$ cat src/hw/bms_map.vh
// Constants for the boot mode selector: register offsets, fields, keys, defaults.
// Assumes a plain byte-addressed register port; included by bms_top.v only.
`ifndef BMS_MAP_VH
`define BMS_MAP_VH
// Register byte offsets
`define BMS_OFF_EMU_PIN_CFG   8'h00
`define BMS_OFF_EMU_TBL_LO    8'h04
`define BMS_OFF_EMU_TBL_HI    8'h08
`define BMS_OFF_CTRL          8'h0c
`define BMS_OFF_STATUS        8'h10
`define BMS_OFF_RESULT        8'h14
// Pin configuration word fields
`define BMS_KEY_MSB           31
`define BMS_KEY_LSB           24
`define BMS_KEY_VALUE         8'h5a
`define BMS_PIN_DISABLED      8'hff
// Factory default select pins
`define BMS_DEF_PIN0          8'h54
`define BMS_DEF_PIN1          8'h48
`define BMS_DEF_PIN2          8'hff
// Boot mode numbers
`define BMS_MODE_PARALLEL     4'h0
`define BMS_MODE_UART         4'h1
`define BMS_MODE_CAN          4'h2
`define BMS_MODE_FLASH        4'h3
`define BMS_MODE_WAIT         4'h4
`define BMS_MODE_RAM          4'h5
`define BMS_MODE_SPI          4'h6
`define BMS_MODE_I2C          4'h7
`define BMS_MODE_CANFD        4'h8
// Factory default boot table: index 0..3 = parallel, UART, CAN, flash
`define BMS_DEF_TABLE         64'h0000_0000_0302_0100
// Control register bits
`define BMS_CTRL_START        0
`define BMS_CTRL_LDR_DONE     1
// Settling delay after the pins are switched to digital, in ns
`define BMS_SETTLE_NS         200
`endif

$ cat src/hw/bms_top.v
// Boot mode selector: picks the boot mode and option after reset and sequences
// the final boot steps. Assumes select pins arrive asynchronously, the OTP words
// and straps are static after reset, and a register master drives the plain port.
//
// Behaviour
// - Ending: watchdog off, bootloader in first context, close RAM window, jump.
// - Factory select pins 84 and 72; 00 parallel, 01 UART, 10 CAN, 11 flash.
// - Mode numbers 0..8: parallel, UART, CAN, flash, wait, RAM, SPI, I2C, CAN-FD.
// - Debugger attached with emulation enabled uses emulation registers, otherwise OTP words.
// - Configuration valid only with key 0x5a in bits 31:24, else defaults.
// - Each byte field names a GPIO 0..254; 0xff disables that pin.
// - Valid key with all pins disabled boots entry zero with no sampling.
// - Unbonded pin 0 or 1 takes its default; unbonded pin 2 is disabled.
// - Index bit order pin 0 low to pin 2 high; disabled pins give zero.
// - Table is 64 bits of eight byte entries, entry n at 8n+7:8n.
// - Entry low nibble is mode number, high nibble is option code.
// - Unsupported mode falls back to wait on the emulation path, flash otherwise.
// - Reachable entries equal two to the number of enabled pins.
// - Peripheral boot modes use the first peripheral instance.
// - Security subsystem starts first and alone releases the CPU reset.
// - Emulation path needs debugger attached and emulation enabled in security config.
// - Analog-mode select is cleared to digital before a pin is sampled.
// - Pins are polled after earlier configuration steps, then the loader runs.
//
// Implementation choices: the register offsets and the plain strobed port.
`timescale 1ns/1ns
`include "bms_map.vh"

// Limitations:
//   The bootloaders and the per-option pin tables live elsewhere; this block
//   only publishes the mode and option and sequences the steps around them.
//   GPIO numbers index the pin bank directly, so NGPIO must cover every value
//   that a select field can hold, 0 to 255.
//   Bonding is a static strap; a pin that is bonded but floating still reads.

module bms_top #(
  parameter NGPIO   = 256,
  parameter CLK_MHZ = 25
) (
  input  wire              mclk,
  input  wire              resetn,
  input  wire [NGPIO-1:0]  gpio_in,
  input  wire [NGPIO-1:0]  gpio_bonded,
  input  wire [31:0]       otp_pin_cfg,
  input  wire [31:0]       otp_tbl_lo,
  input  wire [31:0]       otp_tbl_hi,
  input  wire              otp_emu_boot_en,
  input  wire              debugger_attached,
  input  wire              sec_release,
  input  wire [7:0]        reg_addr,
  input  wire [31:0]       reg_wdata,
  input  wire              reg_wr,
  input  wire              reg_rd,
  output reg  [31:0]       reg_rdata,
  output reg  [2:0]        analog_mode_select,
  output reg               cpu_reset_n,
  output reg               wdog_enable,
  output reg               loader_run,
  output reg               ram_access_window,
  output reg               app_jump,
  output reg  [3:0]        boot_mode,
  output reg  [3:0]        boot_option,
  output reg               decision_valid
);

  // Settle count; rounds up, never below one cycle
  // The settle time is fixed in ns so a faster clock keeps the same margin;
  // the count must fit eight bits, which bounds CLK_MHZ at about 1275.
  localparam integer SETTLE_CYC_I = (`BMS_SETTLE_NS * CLK_MHZ + 999) / 1000;
  localparam [7:0]   SETTLE_CYC   = (SETTLE_CYC_I < 1) ? 8'h01 : SETTLE_CYC_I[7:0];

  // Boot sequencer states, in the order they are visited:
  //   HOLD   waits for the security subsystem to let the CPU out of reset
  //   CONFIG waits for software to start the decision, then latches sources
  //   ANALOG switches the used select pins to digital, loads the settle count
  //   SETTLE lets the pad inputs and synchronisers settle before sampling
  //   SAMPLE captures the index once from the synchronised pins
  //   DECODE picks the table entry that the index points at
  //   WDOG   stops the watchdog, publishes the decision, starts the loader
  //   LOADER runs until software reports the bootloader finished
  //   CLOSE  closes the first context's RAM window
  //   JUMP   branches to the application and stays there
  localparam [3:0] S_HOLD   = 4'h0;
  localparam [3:0] S_CONFIG = 4'h1;
  localparam [3:0] S_ANALOG = 4'h2;
  localparam [3:0] S_SETTLE = 4'h3;
  localparam [3:0] S_SAMPLE = 4'h4;
  localparam [3:0] S_DECODE = 4'h5;
  localparam [3:0] S_WDOG   = 4'h6;
  localparam [3:0] S_LOADER = 4'h7;
  localparam [3:0] S_CLOSE  = 4'h8;
  localparam [3:0] S_JUMP   = 4'h9;

  // Mode number recognised by this device
  // Codes 9 to 15 are unsupported and take the fallback path
  function supported;
    input [3:0] m;
    begin
      supported = (m <= `BMS_MODE_CANFD);
    end
  endfunction

  // Resolve one select field: key check, unbonded substitution, disable
  // Order matters: a bad key overrides all, and a disabled field is kept
  // even though 0xff would otherwise look like an unbonded pin.
  function [7:0] resolve;
    input       key_ok;
    input [7:0] field;
    input [7:0] dflt;
    input       bonded;
    begin
      if (!key_ok)
        resolve = dflt;
      else if (field == `BMS_PIN_DISABLED)
        resolve = `BMS_PIN_DISABLED;
      else if (!bonded)
        resolve = dflt;
      else
        resolve = field;
    end
  endfunction

  // Two-stage synchronisers for pins, the debugger strap and the security release
  // The whole pin bank is synchronised so any GPIO can act as a select pin;
  // that costs two flops per GPIO, traded for a plain indexed lookup.
  // Only the second stage is read; the first may still be settling.
  reg [NGPIO-1:0] gpio_s1_q;
  reg [NGPIO-1:0] gpio_s2_q;
  reg             dbg_s1_q;
  reg             dbg_s2_q;
  reg             rel_s1_q;
  reg             rel_s2_q;

  always @(posedge mclk or negedge resetn) begin
    if (!resetn) begin
      gpio_s1_q <= {NGPIO{1'b0}};
      gpio_s2_q <= {NGPIO{1'b0}};
      dbg_s1_q  <= 1'b0;
      dbg_s2_q  <= 1'b0;
      rel_s1_q  <= 1'b0;
      rel_s2_q  <= 1'b0;
    end else begin
      gpio_s1_q <= gpio_in;
      gpio_s2_q <= gpio_s1_q;
      dbg_s1_q  <= debugger_attached;
      dbg_s2_q  <= dbg_s1_q;
      rel_s1_q  <= sec_release;
      rel_s2_q  <= rel_s1_q;
    end
  end

  // Registers and decision state
  reg [31:0] emu_pin_select_config_q;
  reg [31:0] emu_boot_table_low_q;
  reg [31:0] emu_boot_table_high_q;
  reg        start_q;
  reg        ldr_done_q;
  reg [3:0]  state_q;
  reg [3:0]  state_d;
  // Settle counter, loaded in ANALOG and run down in SETTLE
  reg [7:0]  cnt_q;
  // Captured configuration, held from CONFIG until the next reset
  reg        emu_q;
  reg [7:0]  pin_q [0:2];
  reg [63:0] table_q;
  // Index and entry, captured once per boot and held until reset
  reg [2:0]  index_q;
  reg [7:0]  entry_q;
  reg [1:0]  npins_q;

  // Source select: emulation registers only when debug and enabled
  // The OTP words and the enable strap are static after reset: no synchroniser
  wire        emu_path = dbg_s2_q & otp_emu_boot_en;
  wire [31:0] cfg_w    = emu_path ? emu_pin_select_config_q : otp_pin_cfg;
  wire [63:0] tbl_w    = emu_path ? {emu_boot_table_high_q, emu_boot_table_low_q}
                                  : {otp_tbl_hi, otp_tbl_lo};
  wire        key_ok   = (cfg_w[`BMS_KEY_MSB:`BMS_KEY_LSB] == `BMS_KEY_VALUE);
  // Without a key the factory table must go with the factory pins
  wire [63:0] tbl_sel  = key_ok ? tbl_w : `BMS_DEF_TABLE;

  // Factory pins; pin 2 has none and stays disabled
  wire [7:0] def_pin [0:2];
  assign def_pin[0] = `BMS_DEF_PIN0;
  assign def_pin[1] = `BMS_DEF_PIN1;
  assign def_pin[2] = `BMS_DEF_PIN2;

  // Per-pin resolution, sampled bit and analog handling
  // Each select pin is resolved the same way, so the logic repeats per pin
  wire [7:0] res_w  [0:2];
  wire [2:0] en_w;
  wire [2:0] bit_w;
  genvar g;
  generate
    for (g = 0; g < 3; g = g + 1) begin : g_pin
      wire [7:0] fld = cfg_w[8*g+7:8*g];
      // Bonding of the GPIO that this field names
      wire       fld_bonded = gpio_bonded[fld];
      // Pin 2 has no factory pin, so an unbonded choice disables it instead
      assign res_w[g] = (g == 2 && key_ok && fld != `BMS_PIN_DISABLED
                         && !fld_bonded)
                        ? `BMS_PIN_DISABLED
                        : resolve(key_ok, fld, def_pin[g], fld_bonded);
      assign en_w[g]  = (pin_q[g] != `BMS_PIN_DISABLED);
      // A disabled pin reads as zero, whatever GPIO 255 shows
      assign bit_w[g] = en_w[g] & gpio_s2_q[pin_q[g]];
    end
  endgenerate

  // No enabled pin skips the settle wait and keeps the index at zero
  wire       any_en = |en_w;
  wire [3:0] ent_mode = entry_q[3:0];

  // Sequencer next state
  // LOADER waits on software with no time limit; the watchdog is off then,
  // so a hung loader is left to the debugger or the security subsystem.
  always @* begin
    state_d = state_q;
    case (state_q)
      S_HOLD:   if (rel_s2_q) state_d = S_CONFIG;
      S_CONFIG: if (start_q) state_d = S_ANALOG;
      S_ANALOG: state_d = any_en ? S_SETTLE : S_DECODE;
      // The wait lasts SETTLE_CYC+1 cycles, the zero cycle included
      S_SETTLE: if (cnt_q == 8'h00) state_d = S_SAMPLE;
      S_SAMPLE: state_d = S_DECODE;
      S_DECODE: state_d = S_WDOG;
      S_WDOG:   state_d = S_LOADER;
      S_LOADER: if (ldr_done_q) state_d = S_CLOSE;
      S_CLOSE:  state_d = S_JUMP;
      S_JUMP:   state_d = S_JUMP;
      // An unknown code returns to HOLD, so it can never skip the release
      default:  state_d = S_HOLD;
    endcase
  end

  // Sequencer, pin capture and decode
  // Every top-level output but reg_rdata leaves a flop here; the decision outputs are
  // written only in DECODE and WDOG, which keeps them stable once published.
  always @(posedge mclk or negedge resetn) begin
    if (!resetn) begin
      state_q            <= S_HOLD;
      cnt_q              <= 8'h00;
      emu_q              <= 1'b0;
      pin_q[0]           <= `BMS_PIN_DISABLED;
      pin_q[1]           <= `BMS_PIN_DISABLED;
      pin_q[2]           <= `BMS_PIN_DISABLED;
      table_q            <= 64'h0000_0000_0000_0000;
      index_q            <= 3'h0;
      npins_q            <= 2'h0;
      entry_q            <= 8'h00;
      cpu_reset_n        <= 1'b0;
      wdog_enable        <= 1'b0;
      loader_run         <= 1'b0;
      ram_access_window  <= 1'b0;
      app_jump           <= 1'b0;
      boot_mode          <= 4'h0;
      boot_option        <= 4'h0;
      decision_valid     <= 1'b0;
      analog_mode_select <= 3'h7;
    end else begin
      state_q <= state_d;
      case (state_q)
        // Release opens the CPU, watchdog and RAM window together
        S_HOLD: begin
          if (rel_s2_q) begin
            cpu_reset_n       <= 1'b1;
            wdog_enable       <= 1'b1;
            ram_access_window <= 1'b1;
          end
        end
        // Sources and table are copied once, at the start edge,
        // so later register writes cannot move the decision
        S_CONFIG: begin
          if (start_q) begin
            emu_q    <= emu_path;
            pin_q[0] <= res_w[0];
            pin_q[1] <= res_w[1];
            pin_q[2] <= res_w[2];
            table_q  <= tbl_sel;
          end
        end
        S_ANALOG: begin
          // Digital mode only for pins actually used
          analog_mode_select <= ~en_w;
          cnt_q              <= SETTLE_CYC;
          index_q            <= 3'h0;
          npins_q            <= 2'h0;
        end
        S_SETTLE: cnt_q <= cnt_q - 8'h01;
        // Single capture: later pin changes cannot move the index
        S_SAMPLE: begin
          index_q <= bit_w;
          npins_q <= {1'b0, en_w[0]} + {1'b0, en_w[1]} + {1'b0, en_w[2]};
        end
        // Entry n is the byte at bits 8n+7:8n of the copied table
        S_DECODE: begin
          entry_q        <= table_q[8*index_q +: 8];
          decision_valid <= 1'b0;
        end
        // Fallback follows the path taken, not the raw debugger strap
        S_WDOG: begin
          wdog_enable    <= 1'b0;
          boot_option    <= entry_q[7:4];
          decision_valid <= 1'b1;
          if (supported(ent_mode))
            boot_mode <= ent_mode;
          else
            boot_mode <= emu_q ? `BMS_MODE_WAIT : `BMS_MODE_FLASH;
          loader_run <= 1'b1;
        end
        // Ending steps then follow one cycle apart
        S_LOADER: if (ldr_done_q) loader_run <= 1'b0;
        S_CLOSE:  ram_access_window <= 1'b0;
        // Jump is held until reset; there is no way back into the sequence
        S_JUMP:   app_jump <= 1'b1;
        default:  ;
      endcase
    end
  end

  // Read words assembled outside the port process
  wire [31:0] status_w = {20'h0,
                          npins_q,        // Bits 11:10
                          emu_q,          // Bit 9
                          decision_valid, // Bit 8
                          state_q,        // Bits 7:4
                          1'b0,
                          index_q};       // Bits 2:0
  wire [31:0] result_w = {16'h0,
                          entry_q,        // Bits 15:8
                          boot_option,    // Bits 7:4
                          boot_mode};     // Bits 3:0
  wire [31:0] ctrl_w   = {30'h0, ldr_done_q, start_q};

  // Register map, byte offsets:
  //   0x00 emulation pin select word, RW
  //   0x04 emulation boot table low word, RW
  //   0x08 emulation boot table high word, RW
  //   0x0c control: bit 0 start, bit 1 loader done
  //   0x10 status: pin count, path, decision flag, state, index, RO
  //   0x14 result: entry, option, mode, RO
  // Unmapped reads return zero and unmapped writes are dropped.
  // Register port; emulation registers writable any time, read data one cycle later
  always @(posedge mclk or negedge resetn) begin
    if (!resetn) begin
      emu_pin_select_config_q <= 32'h0000_0000;
      emu_boot_table_low_q    <= 32'h0000_0000;
      emu_boot_table_high_q   <= 32'h0000_0000;
      start_q                 <= 1'b0;
      ldr_done_q              <= 1'b0;
      reg_rdata               <= 32'h0000_0000;
    end else begin
      // Writes land in any state; only CONFIG and LOADER act on the control bits
      if (reg_wr) begin
        case (reg_addr)
          `BMS_OFF_EMU_PIN_CFG: emu_pin_select_config_q <= reg_wdata;
          `BMS_OFF_EMU_TBL_LO:  emu_boot_table_low_q    <= reg_wdata;
          `BMS_OFF_EMU_TBL_HI:  emu_boot_table_high_q   <= reg_wdata;
          // Both control bits are levels, so each control write sets both
          `BMS_OFF_CTRL: begin
            start_q    <= reg_wdata[`BMS_CTRL_START];
            ldr_done_q <= reg_wdata[`BMS_CTRL_LDR_DONE];
          end
          default: ;
        endcase
      end
      // Read data stands for one cycle, then returns to zero
      if (reg_rd) begin
        case (reg_addr)
          `BMS_OFF_EMU_PIN_CFG: reg_rdata <= emu_pin_select_config_q;
          `BMS_OFF_EMU_TBL_LO:  reg_rdata <= emu_boot_table_low_q;
          `BMS_OFF_EMU_TBL_HI:  reg_rdata <= emu_boot_table_high_q;
          `BMS_OFF_CTRL:        reg_rdata <= ctrl_w;
          `BMS_OFF_STATUS:      reg_rdata <= status_w;
          `BMS_OFF_RESULT:      reg_rdata <= result_w;
          default:              reg_rdata <= 32'h0000_0000;
        endcase
      end else begin
        reg_rdata <= 32'h0000_0000;
      end
    end
  end

endmodule // bms_top

$ cat config.mk
export PLATFORM = sky130hd
export DESIGN_NAME = bms_top
export DESIGN_NICKNAME = d
export VERILOG_FILES = /design/src/hw/bms_top.v
export VERILOG_INCLUDE_DIRS = /design/src /design/src/hw
export SDC_FILE = /design/constraint.sdc
export NUM_CORES = 2
export LEC_CHECK = 0
export ABC_CLOCK_PERIOD_IN_PS = 2700
export BUFFER_PORTS_ARGS = -buffer_cell sky130_fd_sc_hd__buf_2
export CAP_MARGIN = 25
export CORE_UTILIZATION = 51
export DETAILED_ROUTE_END_ITERATION = 16
export GPL_TIMING_DRIVEN = 0
export PLACE_DENSITY = 0.85
export SYNTH_ARGS = -nofsm -noshare
export SYNTH_HDL_FRONTEND = slang
export SYNTH_SLANG_ARGS = --single-unit
$ cat constraint.sdc
create_clock -name mclk -period 2.7 [get_ports mclk]
set_input_delay 0.27 -clock mclk [delete_from_list [all_inputs] [get_ports mclk]]
set_output_delay 0.27 -clock mclk [all_outputs]
set_load 0.005 [all_outputs]
==> results.txt, run 1 <==
* Post-Synth Simple-Gate Area: 10.21%
* Share of cell area taken by muxes after synthesis: 21.89%
- Most instantiated flip-flop cell in the synthesis netlist: sky130_fd_sc_hd__dfrtp_1
- Most instantiated cells after synthesis: sky130_fd_sc_hd__dfrtp_1 (750), sky130_fd_sc_hd__mux2i_1 (404), sky130_fd_sc_hd__nand2_1 (345)
- WEP type: sequential cell input
- The cell area that synthesis handed to floorplanning was 40,190 µm².
- Share of synthesized registers carrying an async set or reset: 100.0%
- A synthesized cell averages 11.50 µm².
- Synthesis produced 3,496 cells.
- The number of nets handed over by synthesis was 4,154.
* Global route total overflow: 562
- The flow did not finish.
- The congestion estimate from routability-driven global placement came to 1.157.
- Summed over all instances, the cell type with the most area after synthesis is sky130_fd_sc_hd__dfrtp_1.
- Number of H-tree levels: 3
- Die Ht: 282.7 µm
- Port Buffer Count: 701
* Post-synthesis xor/xnor area fraction: 0.04358%
* Dominant cell by count in the synthesized netlist: sky130_fd_sc_hd__dfrtp_1
* Main combinational cell family by area after synthesis: multiplexers
- Number of ports placed on the die boundary: 704
* Post-synthesis sequential area ratio: 48.46%
- The wire-length estimate of the detail-placed layout is 173.4 mm.
- Number of instances in the placed design: 5,262
* Yosys synthesis warning count: 0
- Setup WS pre-CTS: -2.245 ns
* Tool error: [ERROR GRT-0232] Routing congestion too high. Check the congestion heatmap in the GUI.
- Initial core utilization: 51.71%
* CTS sink cnt: 777
* Adder-Cell Fraction of Synth Area: 0.1121%
* Distinct cell type count of the synthesized netlist: 106
* Stop stage: 5_1_grt
- TritonCTS Buffers: 77
- Die Wd: 282.7 µm
- Across every metal layer, demand over resource in global routing totals 84.09%.
* Maximum number of pins on one net before global-route repair: 133
- Row generation in the floorplan step produced 102 rows.
- Yosys mapped a number of flops with a built-in enable equal to 0.
- Counting flops and latches in the post-synthesis netlist gives 777.
- GRT worst endpoint: pin_q[19]$_DFFE_PN1P_/D
- The synthesized netlist devotes 15.30% of its cell area to compound gates.
- Dominant cells by area after synthesis: sky130_fd_sc_hd__dfrtp_1 (47%), sky130_fd_sc_hd__mux2i_1 (10%), sky130_fd_sc_hd__mux4_2 (8.3%), sky130_fd_sc_hd__mux2_2 (3.5%), sky130_fd_sc_hd__nand2_1 (3.2%)
- Top cell type's share of synthesized area: 46.70%
* Clock tree buffer depth: 3
* Root buffer selected by CTS: sky130_fd_sc_hd__clkbuf_16
metal layers:
| metal | global-route usage, % | overflow |
|---|---|---|
| met1 | 83.82 | 38 |
| met2 | 95.98 | 296 |
| met3 | 74.67 | 42 |
| met4 | 82.97 | 180 |
| met5 | 46.15 | 6 |
timing repair:
item                                   in CTS
pin swaps                                  45
endpoints found under the hold margin     426
cloned                                      5
setup endpoints to repair                 106
buffers inserted                           68
hold buffers                              322
resized for setup                         658
metrics by stage:
stage               hold WS [ns]  instance area, µm²  setup TNS, ns
floorplan               -0.02559               40190              0
global placement          0.3315               45000              -
detailed placement        0.2257               45370        -158.30
CTS                     0.002265               54480         -15.02
cell families after synthesis:
family | count (synthesis)
AOI/OAI and AO/OA | 887
and+or+nand+nor | 842
DFF | 777
muxes | 678
buffers and inverters | 307
adders and majority gates | 3
xor gates and xnor gates | 2
==> run 2, diff against run 1 <==
- ABC_CLOCK_PERIOD_IN_PS: 2700 -> 3500
- CORE_UTILIZATION: 51 -> 40
- PLACE_DENSITY: 0.85 -> unset
- PLACE_DENSITY_LB_ADDON: unset -> 0.15
- clock period: 2.7 -> 3.5 ns (I/O delays scaled with it)
==> run 2 against run 1 <==
The flow now finishes, with violations (setup timing). Synthesized cell count did not move. Synthesized area did not move.
==> results.txt, run 2 <==
- Final hold violation count: 0
* Via density per instance: 6.487
- Along the worst path, the maximum fanout reaches 10.
* Share of synthesized registers carrying an async set or reset: 100.0%
- Category of the worst setup path launch point: flip-flop
- In this run the horizontal extent of the chip is 319.0 µm.
- When the netlist entered floorplanning its net count stood at 4,154.
- IR analysis of the VDD net gives a maximum drop of 0.3797 mV.
* Clock Skews: 0.04352 ns
- The largest registers in the layout are gpio_s1_q: 256 flops, gpio_s2_q: 256 flops, table_q: 64 flops.
* Avg WL per Cell: 36.82 µm
- Clock tree synthesis selected as its root buffer the cell sky130_fd_sc_hd__clkbuf_16.
- Final WL: 221.5 mm
* Share of the cycle needed by the critical path after routing: 101.6%
* Clock tree buffer depth: 3
- Iteration count of the initial detailed-routing pass: 7
* Final-layout worst hold slack: 0.02289 ns
- In this run the tightest slew margin relative to its limit is 25.11%.
- Compared with the post-synthesis result, the final layout area differs by 31.98%.
- Max-cap violation count: 0
- Final count of negative-setup-slack endpoints: 10
* Reg-to-reg critical path endpoint: pin_q[16]$_DFFE_PN1P_
- For this run, the number of Yosys warnings is 0.
- Among all cell types in the netlist, the one instantiated most often is sky130_fd_sc_hd__dfrtp_1.
* Violations in the final reports: setup timing
* Length in cells of the worst reg-to-reg path: 13
* Global-route wire length before repair: 303.1 mm
- Setup slack on the critical path of the routed design comes to -0.05447 ns.
- Number of standard cells after synthesis: 3,496
- STA classifies the critical path endpoint as a flip-flop.
- Global routing used 42.88% of the available tracks.
* Clock transition time at the flip-flop clock pins of the worst setup and hold paths: 0.06 ns
* FP Rows: 115
- The largest total area in the synthesized netlist belongs to sky130_fd_sc_hd__dfrtp_1.
* Vias in the first global route: 38,010
- Worst hold path class: primary input to flip-flop
- The HPWL after detailed placement is 167.1 mm.
* Most common cell after layout, fill and taps aside: sky130_fd_sc_hd__dfrtp_1
- The clock reaches the later pin of the worst-skew pair after 0.68 ns.
- STA puts the critical path data required time at 4.09 ns.
- Number of H-tree levels: 3
- Antenna violations before repair: 43
- After synthesis, the most frequently instantiated cells are sky130_fd_sc_hd__dfrtp_1 (750), sky130_fd_sc_hd__mux2i_1 (404), sky130_fd_sc_hd__nand2_1 (345).
* Post-synthesis sequential area ratio: 48.46%
- In this run the mean area of a mapped cell was 11.50 µm².
- Transition time at the pin with the least slew margin: 1.123 ns
* CTS sink cnt: 777
* Layout cells sized above 1: 32.57%
- Distinct cell type count of the synthesized netlist: 106
- The routed design could run at a clock period as short as 3.554 ns.
* TritonCTS Buffers: 84
- For this design the static power due to leakage is 0.02318 µW.
- Die Ht: 319.0 µm
- DRC: 0
* Setup slack, reg-to-reg: -0.05 ns
- After the last flow step, the layout net total stands at 5,299.
- Derived from the worst setup path, the maximum achievable clock frequency is 281.3 MHz.
- Commonest non-fill, non-tap cells in the layout: sky130_fd_sc_hd__dfrtp_1 (749), sky130_fd_sc_hd__buf_2 (738), sky130_fd_sc_hd__mux2i_1 (392)
- In this run the remaining antenna-violating nets after routing total 0.
- In this run the cell area of the synthesized design comes to 40,190 µm².
- EDFF count, synth: 0
* Launching point of the worst reg2reg path: dbg_s2_q$_DFF_PN0_
- TritonCTS built the clock tree.
- PD cells: 485.1 nW/µm²
- Routability-driven placement finished with a final weighted congestion of 1.181.
* Via count of the routed design: 39,020
- The max-slew violation count was 0.
* Final cell count without fillers: 6,016
* Path type of the worst setup path: flip-flop to flip-flop
- Layout fillers: 8,721
- Status: finished with violations
* Top cell type's share of synthesized area: 46.70%
* Initial core utilization: 40.60%
* Data arrival time at the worst-slack endpoint: 4.14 ns
* Maximum number of pins on one net before global-route repair: 129
- After the first detailed-routing iteration, the DRC count stood at 4,741.
- Placeable Area: 98,990 µm²
- After global routing the overflow that remains totals 0.
* Number of instances in the placed design: 5,506
* Number of ports placed on the die boundary: 704
- Die Footprint: 101,700 µm²
- Launching element of the worst setup path: dbg_s2_q$_DFF_PN0_
- Among all flip-flop cells after synthesis, the most frequent one is sky130_fd_sc_hd__dfrtp_1.
* Dominant cells by area after synthesis: sky130_fd_sc_hd__dfrtp_1 (47%), sky130_fd_sc_hd__mux2i_1 (10%), sky130_fd_sc_hd__mux4_2 (8.3%), sky130_fd_sc_hd__mux2_2 (3.5%), sky130_fd_sc_hd__nand2_1 (3.2%)
- During placement, the flow inserted port buffers numbering 701.
* Capture point of the worst path: pin_q[16]$_DFFE_PN1P_
- Register bit count reported by yosys: 777
run 2: cell counts after synthesis:
Identical to the previous run, type by type.
run 2: final cells by class:
class / instances / area (µm²) / share of cell area (%)
timing repair buffer: 1072 / 7281 / 13.73
inverter: 26 / 97.59 / 0.1840
clock inverter: 39 / 405.4 / 0.7643
multi-input combinational: 2413 / 19920 / 37.55
tap: 1287 / 1610 / 3.036
buffer: 267 / 1807 / 3.406
sequential: 777 / 19480 / 36.72
clock buffer: 116 / 2396 / 4.517
antenna: 19 / 47.55 / 0.08964
run 2: worst min-delay path by stage:
stage	start	endpoint	cells past startpoint	slack, ns
floorplan	resetn	app_jump$_DFFE_PN0P_	0	0.05
global placement	gpio_s1_q[209]$_DFF_PN0_	gpio_s2_q[209]$_DFF_PN0_	0	0.33
detailed placement	gpio_s1_q[114]$_DFF_PN0_	gpio_s2_q[114]$_DFF_PN0_	0	0.33
CTS	otp_tbl_lo[30]	table_q[30]$_DFFE_PN0P_	3	0.001
global route	reg_wdata[19]	emu_boot_table_low_q[19]$_DFFE_PN0P_	2	0.02
finish	otp_tbl_lo[30]	table_q[30]$_DFFE_PN0P_	3	0.02
run 2: per-stage QoR:
| step | total power [µW] | setup TNS (ns) | cell area (µm²) | worst slack, ns | util [%] |
|---|---|---|---|---|---|
| floorplan | 13350 | 0 | 40190 | 0.8358 | - |
| global placement | 16100 | - | 45310 | -14.23 | 45.77 |
| detailed placement | 16150 | -20.14 | 45660 | -0.9872 | 46.12 |
| CTS | 25410 | 0 | 52210 | 0.0009472 | 52.74 |
| global route | 26530 | -0.08608 | 53020 | -0.04382 | 53.55 |
| finish | 25730 | -0.2193 | 53040 | -0.05447 | 53.58 |
run 2: where the power goes:
| group | leakage, µW | total [µW] | internal, µW | switching, µW |
|---|---|---|---|---|
| clock network | 0.00133 | 8890 | 5080 | 3810 |
| registers | 0.00920 | 10700 | 9920 | 829 |
| logic | 0.0126 | 6090 | 2350 | 3740 |
| total | 0.0232 | 25700 | 17300 | 8380 |
run 2: per-layer routing:
metal | wire length [µm] | GRT usage (%) | up-vias | part of all wire (%)
li1 | - | - | 15690 | -
met1 | 83530 | 53.92 | 19620 | 38
met2 | 94790 | 63.30 | 2880 | 43
met3 | 26720 | 15.38 | 799 | 12
met4 | 16190 | 25.59 | 34 | 7.3
met5 | 267 | 0 | - | 0.12
run 2: cells by family (layout without fill, tap and decap cells):
logic type	after synthesis	in the layout	synth area share [%]
AO/OA/AOI/OAI	887	887	15.30
other	0	19	0
multiplexers	678	678	21.89
XOR/XNOR	2	2	0.04359
adder cells (fa/ha/maj)	3	3	0.1121
buffers and inverters	307	1520	3.975
flip-flops	777	777	48.46
AND/OR/NAND/NOR	842	843	10.21
run 2: worst max-delay path, stage by stage, from the launching register on:
cell                       delay [ns]
sky130_fd_sc_hd__dfrtp_2         0.43
sky130_fd_sc_hd__buf_8           0.16
sky130_fd_sc_hd__buf_8           0.16
sky130_fd_sc_hd__a21bo_4         0.29
sky130_fd_sc_hd__nand2_8         0.17
sky130_fd_sc_hd__buf_8           0.21
sky130_fd_sc_hd__buf_8           0.21
sky130_fd_sc_hd__mux2i_1         0.10
sky130_fd_sc_hd__a222oi_1        0.75
sky130_fd_sc_hd__a21oi_1         0.17
sky130_fd_sc_hd__a41oi_1         0.21
sky130_fd_sc_hd__o41a_1          0.24
sky130_fd_sc_hd__a21oi_4         0.11
sky130_fd_sc_hd__o21ai_1         0.21
run 2: repair_timing:
item,CTS,global route
resized for setup,176,143
hold buffers,308,0
hold endpoints to repair,444,0
setup buffers,7,29
setup endpoints to repair,29,34
pin swaps,18,30
cloned,0,2
Note: power is estimated with default switching activity, not from simulation.
